`config.mk`:
```
export PLATFORM = sky130hd
export DESIGN_NAME = binary_accumulator_arith
export DESIGN_NICKNAME = d
export VERILOG_FILES = /design/src/rtl/arith_pkg.sv /design/src/rtl/operand_fetch.sv /design/src/rtl/div_seq.sv /design/src/rtl/binary_accumulator_arith.sv
export SDC_FILE = /design/constraint.sdc
export NUM_CORES = 1
export LEC_CHECK = 0
export BUFFER_PORTS_ARGS = -buffer_cell sky130_fd_sc_hd__buf_2
export CAP_MARGIN = 10
export CORE_MARGIN = 10
export CORE_UTILIZATION = 55
export CTS_CLUSTER_DIAMETER = 120
export DETAILED_ROUTE_END_ITERATION = 12
export PLACE_DENSITY_LB_ADDON = 0.3
export SYNTH_ARGS = -nofsm -noshare
export SYNTH_HDL_FRONTEND = slang
export SYNTH_SLANG_ARGS = --single-unit
export TNS_END_PERCENT = 100
```
`constraint.sdc`:
```
create_clock -name CORE_CLK -period 13.35 [get_ports CORE_CLK]
set_input_delay 1.335 -clock CORE_CLK [delete_from_list [all_inputs] [get_ports CORE_CLK]]
set_output_delay 1.335 -clock CORE_CLK [all_outputs]
set_load 0.1 [all_outputs]
```
`src/rtl/arith_pkg.sv`:
```
/*
 * Shared constants, flag layout and instruction carrier for the
 * binary accumulator arithmetic unit.
 * Assumes one clock and a sequencer that keeps each request stable.
 */
// Function
// - double add: acc plus 32-bit operand
// - double operand from memory is two consecutive memory words
// - single subtract: 16-bit acc minus 16-bit operand
// - double subtract: acc minus 32-bit operand
// - multiply 16-bit operand by 16-bit acc
// - divide: quotient to acc, remainder pushed
// - unusable divisor raises operand range error
// - zero flag follows accumulator result
// - negative flag follows accumulator sign
// - carry16 and carry32 flags on addition
// - borrow16 flag on both subtracts, borrow32 flag on double subtract only
// - sign error on bad signed double add
// - flags hold until an instruction rewrites them
// - pointer mode reads operand address from memory
package arith_pkg;

    // ----------------------------------------------------------------
    // widths, positions, reset values
    // ----------------------------------------------------------------
    localparam int WORD_W     = 16;
    localparam int ACC_W      = 32;
    localparam int ADDR_W     = 16;
    localparam int SIGN_BIT   = 31;
    localparam int HALF_MSB   = 15;
    localparam int DIV_STEPS  = 32;
    localparam logic [ACC_W-1:0]  ACC_RESET   = 32'h0000_0000;
    localparam logic [WORD_W-1:0] WORD_ZERO   = 16'h0000;
    localparam logic [ADDR_W-1:0] ADDR_STEP   = 16'h0001;
    localparam logic [7:0]        FLAGS_RESET = 8'h00;

    // ----------------------------------------------------------------
    // instruction encodings
    // ----------------------------------------------------------------
    typedef enum logic [2:0] {
        add_binary_double_op,
        sub_binary_op,
        sub_binary_double_op,
        mul_binary_op,
        div_binary_op
    } opcode_t;

    typedef enum logic [1:0] {
        src_direct,
        src_pointer,
        src_constant
    } src_mode_t;

    typedef struct packed {
        opcode_t           opcode;
        src_mode_t         src;
        logic [ADDR_W-1:0] addr;
        logic [ACC_W-1:0]  const_value;
    } instr_t;

    typedef struct packed {
        logic operand_range_error_flag;
        logic zero_result_flag;
        logic borrow16_flag;
        logic borrow32_flag;
        logic carry16_flag;
        logic carry32_flag;
        logic negative_result_flag;
        logic sign_error_flag;
    } status_flags_t;

endpackage : arith_pkg

```
`src/rtl/operand_fetch.sv`:
```
/*
 * Operand fetch: constant, direct word(s) or pointer then word(s).
 * Assumes memory answers a held request with a one-cycle valid.
 */
`timescale 1ns/10ps
`default_nettype none
module operand_fetch
    import arith_pkg::*;
(
    input  wire logic              clk,
    input  wire logic              rst_n,
    input  wire logic              start,
    input  wire src_mode_t         src,
    input  wire logic              double_word,
    input  wire logic [ADDR_W-1:0] addr,
    input  wire logic [ACC_W-1:0]  const_value,
    output logic                   mem_rd_req,
    output logic [ADDR_W-1:0]      mem_addr,
    input  wire logic              mem_rd_valid,
    input  wire logic [WORD_W-1:0] mem_rd_data,
    output logic                   operand_valid,
    output logic [ACC_W-1:0]       operand
);

    typedef enum logic [1:0] {f_idle, f_ptr, f_lo, f_hi} fetch_state_t;

    fetch_state_t      state_reg;
    logic              double_reg;
    logic [ADDR_W-1:0] addr_reg;
    logic [WORD_W-1:0] lo_reg;

    assign mem_rd_req = (state_reg != f_idle);
    assign mem_addr   = addr_reg;

    always_ff @(posedge clk) begin
        operand_valid <= 1'b0;
        if (!rst_n) begin
            state_reg  <= f_idle;
            double_reg <= 1'b0;
            addr_reg   <= '0;
            lo_reg     <= WORD_ZERO;
            operand    <= ACC_RESET;
        end else begin
            case (state_reg)
                f_idle: if (start) begin
                    double_reg <= double_word;
                    addr_reg   <= addr;
                    if (src == src_constant) begin
                        operand_valid <= 1'b1;
                        operand <= double_word ? const_value
                                 : {WORD_ZERO, const_value[WORD_W-1:0]};
                    end else if (src == src_pointer) begin
                        state_reg <= f_ptr;
                    end else begin
                        state_reg <= f_lo;
                    end
                end
                f_ptr: if (mem_rd_valid) begin
                    addr_reg  <= mem_rd_data;
                    state_reg <= f_lo;
                end
                f_lo: if (mem_rd_valid) begin
                    lo_reg <= mem_rd_data;
                    if (double_reg) begin
                        addr_reg  <= addr_reg + ADDR_STEP;
                        state_reg <= f_hi;
                    end else begin
                        operand       <= {WORD_ZERO, mem_rd_data};
                        operand_valid <= 1'b1;
                        state_reg     <= f_idle;
                    end
                end
                f_hi: if (mem_rd_valid) begin
                    operand       <= {mem_rd_data, lo_reg};
                    operand_valid <= 1'b1;
                    state_reg     <= f_idle;
                end
                default: state_reg <= f_idle;
            endcase
        end
    end

    a_double_pair: assert property (
        @(posedge clk) disable iff (!rst_n)
        (state_reg == f_hi && mem_rd_valid)
            |=> operand_valid && operand[WORD_W-1:0] == $past(lo_reg)
                && mem_addr == $past(addr_reg))
        else $error("double operand not built from two words");

endmodule // operand_fetch
`default_nettype wire

```
`src/rtl/div_seq.sv`:
```
/*
 * Restoring divider, one quotient bit per clock.
 * Assumes the caller never starts it with a zero divisor.
 */
`timescale 1ns/10ps
`default_nettype none
module div_seq #(
    parameter int DIVIDEND_W = 32,
    parameter int DIVISOR_W  = 16
) (
    input  wire logic                  clk,
    input  wire logic                  rst_n,
    input  wire logic                  start,
    input  wire logic [DIVIDEND_W-1:0] dividend,
    input  wire logic [DIVISOR_W-1:0]  divisor,
    output logic                       done,
    output logic [DIVIDEND_W-1:0]      quotient,
    output logic [DIVISOR_W-1:0]       remainder
);

    localparam int CNT_W = $clog2(DIVIDEND_W + 1);
    localparam logic [CNT_W-1:0] STEPS = CNT_W'(DIVIDEND_W);

    logic                  busy_reg;
    logic [CNT_W-1:0]      cnt_reg;
    logic [DIVISOR_W-1:0]  div_reg;
    logic [DIVIDEND_W-1:0] dvd_reg;
    logic [DIVISOR_W:0]    trial;
    logic [DIVISOR_W:0]    trial_diff;
    logic                  fits;

    assign trial      = {remainder, quotient[DIVIDEND_W-1]};
    assign trial_diff = trial - {1'b0, div_reg};
    assign fits       = (trial >= {1'b0, div_reg});

    always_ff @(posedge clk) begin
        done <= 1'b0;
        if (!rst_n) begin
            busy_reg  <= 1'b0;
            cnt_reg   <= '0;
            div_reg   <= '0;
            dvd_reg   <= '0;
            quotient  <= '0;
            remainder <= '0;
        end else if (start && !busy_reg) begin
            busy_reg  <= 1'b1;
            cnt_reg   <= STEPS;
            div_reg   <= divisor;
            dvd_reg   <= dividend;
            quotient  <= dividend;
            remainder <= '0;
        end else if (busy_reg) begin
            remainder <= fits ? trial_diff[DIVISOR_W-1:0]
                              : trial[DIVISOR_W-1:0];
            quotient  <= {quotient[DIVIDEND_W-2:0], fits};
            cnt_reg   <= cnt_reg - 1'b1;
            if (cnt_reg == CNT_W'(1)) begin
                busy_reg <= 1'b0;
                done     <= 1'b1;
            end
        end
    end

    a_div_identity: assert property (
        @(posedge clk) disable iff (!rst_n)
        done |-> (DIVIDEND_W + DIVISOR_W)'(quotient) * div_reg
                 + remainder == dvd_reg && remainder < div_reg)
        else $error("quotient and remainder do not rebuild dividend");

endmodule // div_seq
`default_nettype wire

```
`src/rtl/binary_accumulator_arith.sv`:
```
/*
 * Accumulator arithmetic unit: double add, single and double
 * subtract, multiply and divide, with status flags.
 * Assumes the sequencer waits for BUSY low before each START and
 * that loading the accumulator happens only while idle.
 */
`timescale 1ns/10ps
`default_nettype none
module binary_accumulator_arith
    import arith_pkg::*;
(
    input  wire logic              CORE_CLK,
    input  wire logic              RST_N,
    input  wire logic              START,
    input  wire instr_t            INSTR,
    input  wire logic              ACC_LOAD,
    input  wire logic [ACC_W-1:0]  ACC_LOAD_DATA,
    output logic                   MEM_RD_REQ,
    output logic [ADDR_W-1:0]      MEM_ADDR,
    input  wire logic              MEM_RD_VALID,
    input  wire logic [WORD_W-1:0] MEM_RD_DATA,
    output logic                   BUSY,
    output logic                   DONE,
    output logic [ACC_W-1:0]       ACC,
    output logic                   STACK_PUSH,
    output logic [WORD_W-1:0]      STACK_DATA,
    output status_flags_t          FLAGS
);

    // ----------------------------------------------------------------
    // control state
    // ----------------------------------------------------------------
    typedef enum logic [1:0] {st_idle, st_fetch, st_divide} state_t;

    state_t        state_reg;
    state_t        state_next;
    instr_t        instr_reg;
    logic [ACC_W-1:0] acc_reg;
    status_flags_t flags_reg;
    status_flags_t flags_next;

    logic             take;
    logic             start_double;
    logic             operand_valid;
    logic [ACC_W-1:0] operand;
    logic             is_div;
    logic             divisor_zero;
    logic             exec_now;
    logic             div_start;
    logic             div_done;
    logic             commit;
    logic [ACC_W-1:0]  quotient;
    logic [WORD_W-1:0] remainder;

    assign take         = START && (state_reg == st_idle);
    assign start_double = (INSTR.opcode == add_binary_double_op)
                       || (INSTR.opcode == sub_binary_double_op);
    assign is_div       = (instr_reg.opcode == div_binary_op);
    assign divisor_zero = (operand[WORD_W-1:0] == WORD_ZERO);
    assign div_start    = (state_reg == st_fetch) && operand_valid
                       && is_div && !divisor_zero;
    assign exec_now     = (state_reg == st_fetch) && operand_valid
                       && !div_start;
    assign commit       = exec_now || div_done;
    assign BUSY         = (state_reg != st_idle);
    assign ACC          = acc_reg;
    assign FLAGS        = flags_reg;

    // ----------------------------------------------------------------
    // operand fetch and divider
    // ----------------------------------------------------------------
    operand_fetch u_fetch (
        .clk           (CORE_CLK),
        .rst_n         (RST_N),
        .start         (take),
        .src           (INSTR.src),
        .double_word   (start_double),
        .addr          (INSTR.addr),
        .const_value   (INSTR.const_value),
        .mem_rd_req    (MEM_RD_REQ),
        .mem_addr      (MEM_ADDR),
        .mem_rd_valid  (MEM_RD_VALID),
        .mem_rd_data   (MEM_RD_DATA),
        .operand_valid (operand_valid),
        .operand       (operand)
    );

    div_seq #(
        .DIVIDEND_W (ACC_W),
        .DIVISOR_W  (WORD_W)
    ) u_div (
        .clk       (CORE_CLK),
        .rst_n     (RST_N),
        .start     (div_start),
        .dividend  (acc_reg),
        .divisor   (operand[WORD_W-1:0]),
        .done      (div_done),
        .quotient  (quotient),
        .remainder (remainder)
    );

    // ----------------------------------------------------------------
    // arithmetic
    // ----------------------------------------------------------------
    logic [ACC_W:0]    add_sum;
    logic [WORD_W:0]   add_low;
    logic [ACC_W:0]    sub_diff;
    logic [WORD_W:0]   sub_low;
    logic [ACC_W-1:0]  mul_prod;
    logic              add_sign_err;
    logic [ACC_W-1:0]  acc_result;

    assign add_sum  = {1'b0, acc_reg} + {1'b0, operand};
    assign add_low  = {1'b0, acc_reg[HALF_MSB:0]}
                    + {1'b0, operand[HALF_MSB:0]};
    assign sub_diff = {1'b0, acc_reg} - {1'b0, operand};
    assign sub_low  = {1'b0, acc_reg[HALF_MSB:0]}
                    - {1'b0, operand[HALF_MSB:0]};
    assign mul_prod = ACC_W'(acc_reg[HALF_MSB:0])
                    * ACC_W'(operand[HALF_MSB:0]);
    assign add_sign_err = (acc_reg[SIGN_BIT] == operand[SIGN_BIT])
                       && (add_sum[SIGN_BIT] != acc_reg[SIGN_BIT]);

    assign acc_result =
        div_done ? quotient :
        (instr_reg.opcode == add_binary_double_op) ? add_sum[ACC_W-1:0] :
        (instr_reg.opcode == sub_binary_op)
            ? {WORD_ZERO, sub_low[WORD_W-1:0]} :
        (instr_reg.opcode == sub_binary_double_op) ? sub_diff[ACC_W-1:0] :
        (instr_reg.opcode == mul_binary_op) ? mul_prod :
        acc_reg;

    // ----------------------------------------------------------------
    // flags
    // ----------------------------------------------------------------
    always_comb begin
        flags_next = flags_reg;
        if (commit) begin
            flags_next.zero_result_flag     = (acc_result == ACC_RESET);
            flags_next.negative_result_flag = acc_result[SIGN_BIT];
            case (instr_reg.opcode)
                add_binary_double_op: begin
                    flags_next.carry16_flag    = add_low[WORD_W];
                    flags_next.carry32_flag    = add_sum[ACC_W];
                    flags_next.sign_error_flag = add_sign_err;
                end
                sub_binary_op: begin
                    flags_next.borrow16_flag = sub_low[WORD_W];
                end
                sub_binary_double_op: begin
                    flags_next.borrow16_flag = sub_low[WORD_W];
                    flags_next.borrow32_flag = sub_diff[ACC_W];
                end
                div_binary_op: begin
                    flags_next.operand_range_error_flag = !div_done;
                end
                default: begin
                end
            endcase
        end
    end

    // ----------------------------------------------------------------
    // sequencing
    // ----------------------------------------------------------------
    always_comb begin
        state_next = state_reg;
        case (state_reg)
            st_idle:   if (take) state_next = st_fetch;
            st_fetch:  if (div_start) state_next = st_divide;
                       else if (exec_now) state_next = st_idle;
            st_divide: if (div_done) state_next = st_idle;
            default:   state_next = st_idle;
        endcase
    end

    always_ff @(posedge CORE_CLK) begin
        if (!RST_N) begin
            state_reg <= st_idle;
            instr_reg <= '0;
            flags_reg <= FLAGS_RESET;
        end else begin
            state_reg <= state_next;
            flags_reg <= flags_next;
            if (take) instr_reg <= INSTR;
        end
    end

    always_ff @(posedge CORE_CLK) begin
        if (!RST_N) begin
            acc_reg <= ACC_RESET;
        end else if (commit) begin
            acc_reg <= acc_result;
        end else if (ACC_LOAD && state_reg == st_idle) begin
            acc_reg <= ACC_LOAD_DATA;
        end
    end

    always_ff @(posedge CORE_CLK) begin
        if (!RST_N) begin
            DONE       <= 1'b0;
            STACK_PUSH <= 1'b0;
            STACK_DATA <= WORD_ZERO;
        end else begin
            DONE       <= commit;
            STACK_PUSH <= div_done;
            if (div_done) STACK_DATA <= remainder;
        end
    end

    // ----------------------------------------------------------------
    // checks
    // ----------------------------------------------------------------
    a_add_double_sum: assert property (
        @(posedge CORE_CLK) disable iff (!RST_N)
        (exec_now && instr_reg.opcode == add_binary_double_op)
            |=> DONE && ACC == $past(acc_reg) + $past(operand))
        else $error("double add result wrong");

    a_sub_single_diff: assert property (
        @(posedge CORE_CLK) disable iff (!RST_N)
        (exec_now && instr_reg.opcode == sub_binary_op)
            |=> ACC[HALF_MSB:0] == WORD_W'($past(acc_reg[HALF_MSB:0])
                                         - $past(operand[HALF_MSB:0])))
        else $error("single subtract result wrong");

    a_sub_double_diff: assert property (
        @(posedge CORE_CLK) disable iff (!RST_N)
        (exec_now && instr_reg.opcode == sub_binary_double_op)
            |=> ACC == $past(acc_reg) - $past(operand)
                && FLAGS.borrow32_flag == ($past(acc_reg) < $past(operand)))
        else $error("double subtract result or borrow wrong");

    a_mul_product: assert property (
        @(posedge CORE_CLK) disable iff (!RST_N)
        (exec_now && instr_reg.opcode == mul_binary_op)
            |=> ACC == ACC_W'($past(acc_reg[HALF_MSB:0]))
                     * ACC_W'($past(operand[HALF_MSB:0])))
        else $error("multiply result wrong");

    a_range_error: assert property (
        @(posedge CORE_CLK) disable iff (!RST_N)
        (exec_now && is_div)
            |=> FLAGS.operand_range_error_flag && ACC == $past(acc_reg)
                && !STACK_PUSH)
        else $error("zero divisor not flagged");

    a_zero_neg_flags: assert property (
        @(posedge CORE_CLK) disable iff (!RST_N)
        DONE |-> FLAGS.zero_result_flag == (ACC == ACC_RESET)
              && FLAGS.negative_result_flag == ACC[SIGN_BIT])
        else $error("zero or negative flag disagrees with accumulator");

    a_carry32_out: assert property (
        @(posedge CORE_CLK) disable iff (!RST_N)
        (exec_now && instr_reg.opcode == add_binary_double_op)
            |=> FLAGS.carry32_flag == (ACC < $past(acc_reg)))
        else $error("carry32 flag wrong");

    a_flags_hold: assert property (
        @(posedge CORE_CLK) disable iff (!RST_N)
        !DONE |-> $stable(FLAGS))
        else $error("flags changed without an instruction");

    a_div_push: assert property (
        @(posedge CORE_CLK) disable iff (!RST_N)
        div_start |-> ##[32:34] (STACK_PUSH && DONE))
        else $error("divide did not complete with a push");

    a_carry16_out: assert property (
        @(posedge CORE_CLK) disable iff (!RST_N)
        (exec_now && instr_reg.opcode == add_binary_double_op)
            |=> FLAGS.carry16_flag
                == (ACC[HALF_MSB:0] < $past(acc_reg[HALF_MSB:0])))
        else $error("carry16 flag wrong");

    a_borrow16_out: assert property (
        @(posedge CORE_CLK) disable iff (!RST_N)
        (exec_now && (instr_reg.opcode == sub_binary_op
                   || instr_reg.opcode == sub_binary_double_op))
            |=> FLAGS.borrow16_flag == ($past(acc_reg[HALF_MSB:0])
                                      < $past(operand[HALF_MSB:0])))
        else $error("borrow16 flag wrong");

    a_sign_error: assert property (
        @(posedge CORE_CLK) disable iff (!RST_N)
        (exec_now && instr_reg.opcode == add_binary_double_op)
            |=> FLAGS.sign_error_flag
                == ($past(acc_reg[SIGN_BIT]) == $past(operand[SIGN_BIT])
                    && ACC[SIGN_BIT] != $past(acc_reg[SIGN_BIT])))
        else $error("sign error flag wrong");

    a_stack_hold: assert property (
        @(posedge CORE_CLK) disable iff (!RST_N)
        !STACK_PUSH |-> $stable(STACK_DATA))
        else $error("stack data changed without a push");

    a_range_clear: assert property (
        @(posedge CORE_CLK) disable iff (!RST_N)
        div_done |=> !FLAGS.operand_range_error_flag && STACK_PUSH)
        else $error("good divide left range error set");

    a_load_refused: assert property (
        @(posedge CORE_CLK) disable iff (!RST_N)
        (ACC_LOAD && BUSY && !commit) |=> ACC == $past(acc_reg))
        else $error("accumulator loaded while busy");

endmodule // binary_accumulator_arith
`default_nettype wire

```
==> metrics <==
Num CTS Buffers 23; total congestion overflow 0; mux share of post-synthesis cell area 2.95%; Slew Limit Fails 0; Period minus WS final 8.45 ns; Core Util, Final 60.8%; ratio of cells with drive above 1 in the final layout 9.82%; clk_lat worst skew 0.55 ns; Worst R2R Setup Slack 4.90 ns; FF+latch area 4070 µm²; setup_tns 0 ns; Hold WC Path Type reg2reg; nets@finish 3623; simple-gate share of the synthesized area 21.2%; RSZ-0062 raised after global routing false; Rel. slew slack 18.6%; DIE AREA 51800 µm²; IO Pins 182; Post-Syn Area per Cell 7.68 µm²; Fin Hold WS 0.456 ns; main combinational cell family by area after synthesis adder cells; outcome finished clean; period utilization 63.3%; cell mode on critical path fa_1; dpl ws 5.08 ns; Setup Crit Path Kind reg2reg; pwr/cell area 156 nW/µm²; first-pass GRT wire length 138000 µm; cell area after synthesis 23700 µm²; Netlist cell types 90; Post-CTS Hold Fix Bufs 0; FF+latch count, synth 203; Fmax 0.118 GHz; Via Count 23.7k; Core Area 42200 µm²; postcts setup bufs 0; Seq/Total Area, Yosys 17.2%; Fin. Hold Viols 0; largest net degree at the start of global routing 94; adder-cell share of the synthesized area 26.7%; initial antenna violation count 8; CP startpoint kind register; Starting DRT DRC Count 2498; Max rail drop VDD 0.000219 V; clock buffer depth 3; FFs w/ async S/R, synth 0%; row cnt 75; CP Data Required Time 13.84 ns; CP max stage cell dfxtp_1; DRC 0; H-tree Lvls 1; PostCTS Resize Cnt 0; crit path capture type register; Yosys warning total 0; detailed placement HPWL 69600 µm; slowest stage delay, CP 1.12 ns; Max Cap Viol 0; Non-Filler Instances 3687; TritonCTS clock tree yes; Area growth syn-to-layout 8.48%; slew of the pin with the lowest slew margin 1.22 ns; Avg WL per Cell 24.8 µm; Post-Syn Nets 3578; # fillers 3868; vias in the first global route 23.1k; I/O Buffers 181; vias per cell 6.43; Post-synth EDFFs 0; Antenna Violating Nets Remaining 0; worst path arrival time 8.94 ns; Die H 228 µm; Synth Area in Compound Gates 20.8%; routability cong. 1.05; critical-path cell list nand2_1, fa_1, fa_1, inv_1, fa_1, fa_1, fa_1, inv_1, fa_1, inv_1, ha_1, a21oi_1, o211ai_1, a221oi_2, a21oi_1, nor3_1, mux2i_1, and3_1, or4_1, nor4_1, nand4_1, nand2_1; total wire length 91300 µm; clk sink count 203; Starting Density 56.1%; chip width 228 µm; area of the multi-input gates 17500 µm²; setup ws final 4.90 ns; DRT Pass-1 Iters 6; Final Skew 0.0225 ns; Post-Synth XOR/XNOR Area 2.22%; Root Buffer clkbuf_16; Worst-path clk slew 0.06 ns; Max FO, Critical Path 19; synthesized instance count 3084; Final setup violation count 0; ys flop type dfxtp_1; static leakage 11.8 nW; overall routing resource usage 34.6%; dpl cells 3641
[critical path: cells and delay by family, from the launching register on]
family	cells	cell delay [ns]
muxes	1	0.14
DFF	1	1.12
AOI/OAI and AO/OA	4	1.24
buffers and inverters	3	0.14
adders and majority gates	7	3.55
and+or+nand+nor	7	2.17
[power by group]
group	switching, mW	internal (mW)	leakage (nW)
Sequential	0.160	0.683	1.65
Clock	0.282	0.400	0.388
Combinational	1.69	0.785	9.79
[cell usage in the layout, fill, tap and decap left out, types with 65 or more instances in the layout]
cell,instances
a211oi_1,72
a21oi_1,206
and2_1,125
buf_2,181
dfxtp_1,201
fa_1,197
ha_1,191
inv_1,349
mux2i_1,65
nand2_1,406
nor2_1,302
o21ai_0,72
[cell families (layout without fill, tap and decap cells)]
logic type      count (synthesis)  in the layout
compound gates                711            711
buf+inv                       560            622
xor+xnor                       60             60
simple gates                 1093           1093
fa+ha+maj                     388            388
flops                         203            203
mux                            69             69
other cells                     0              2
[synth_stat cells, types with 15 or more instances]
cell type | n | share of area (%)
nand2_1 | 407 | 6.5
inv_1 | 349 | 5.5
nor2_1 | 302 | 4.8
a21oi_1 | 207 | 4.4
dfxtp_1 | 203 | 17
fa_1 | 197 | 17
ha_1 | 191 | 10
clkbuf_1 | 187 | 3.0
and2_1 | 125 | 3.3
a211oi_1 | 73 | 2.3
o21ai_0 | 72 | 1.5
mux2i_1 | 65 | 2.7
xnor2_1 | 47 | 1.7
a22oi_1 | 46 | 1.5
nor3_1 | 46 | 0.97
nand3_1 | 41 | 0.87
a311oi_1 | 38 | 1.4
and3_1 | 36 | 0.95
nand2b_1 | 33 | 0.87
a31oi_1 | 32 | 0.85
a21o_1 | 30 | 0.95
o211ai_1 | 23 | 0.73
nand4_1 | 22 | 0.58
nor2b_1 | 22 | 0.58
nor4_1 | 18 | 0.48
buf_1 | 16 | 0.25
o31ai_1 | 15 | 0.48
[through the flow]
stage               power (mW)  area, µm²
floorplan                 2.55      23700
global placement          3.22      24900
detailed placement        3.25      24900
CTS                       3.94      25700
global route              4.25      25700
finish                    4.00      25700
[worst paths after layout]
path,from,to,depth (start not counted)
worst min-delay path,u_fetch.lo_reg[13]$_SDFFE_PN0P_,u_fetch.lo_reg[13]$_SDFFE_PN0P_,2
worst max register to register,u_fetch.operand[14]$_SDFFE_PN0P_,FLAGS[6]$_SDFFE_PN0N_,22
worst max-delay path,u_fetch.operand[14]$_SDFFE_PN0P_,FLAGS[6]$_SDFFE_PN0N_,22
worst min register to register,u_fetch.lo_reg[13]$_SDFFE_PN0P_,u_fetch.lo_reg[13]$_SDFFE_PN0P_,2
[per-layer routing]
| layer | vias up | global-route usage, % | wire length, µm |
|---|---|---|---|
| li1 | 10600 | - | - |
| met1 | 11400 | 45.9 | 36900 |
| met2 | 1429 | 54.1 | 40500 |
| met3 | 251 | 7.67 | 10200 |
| met4 | 14 | 13.0 | 3610 |
| met5 | - | 0 | 68 |
[layout make-up]
type | count | share of cell area [%]
Antenna cell | 2 | 0.0195
Clock buffer | 29 | 2.48
Clock inverter | 13 | 0.643
Inverter | 350 | 5.12
Multi-Input combinational cell | 2321 | 68.3
Sequential cell | 203 | 15.8
Tap cell | 539 | 2.62
Timing Repair Buffer | 230 | 5.00
Note: power is estimated with default switching activity, not from simulation.
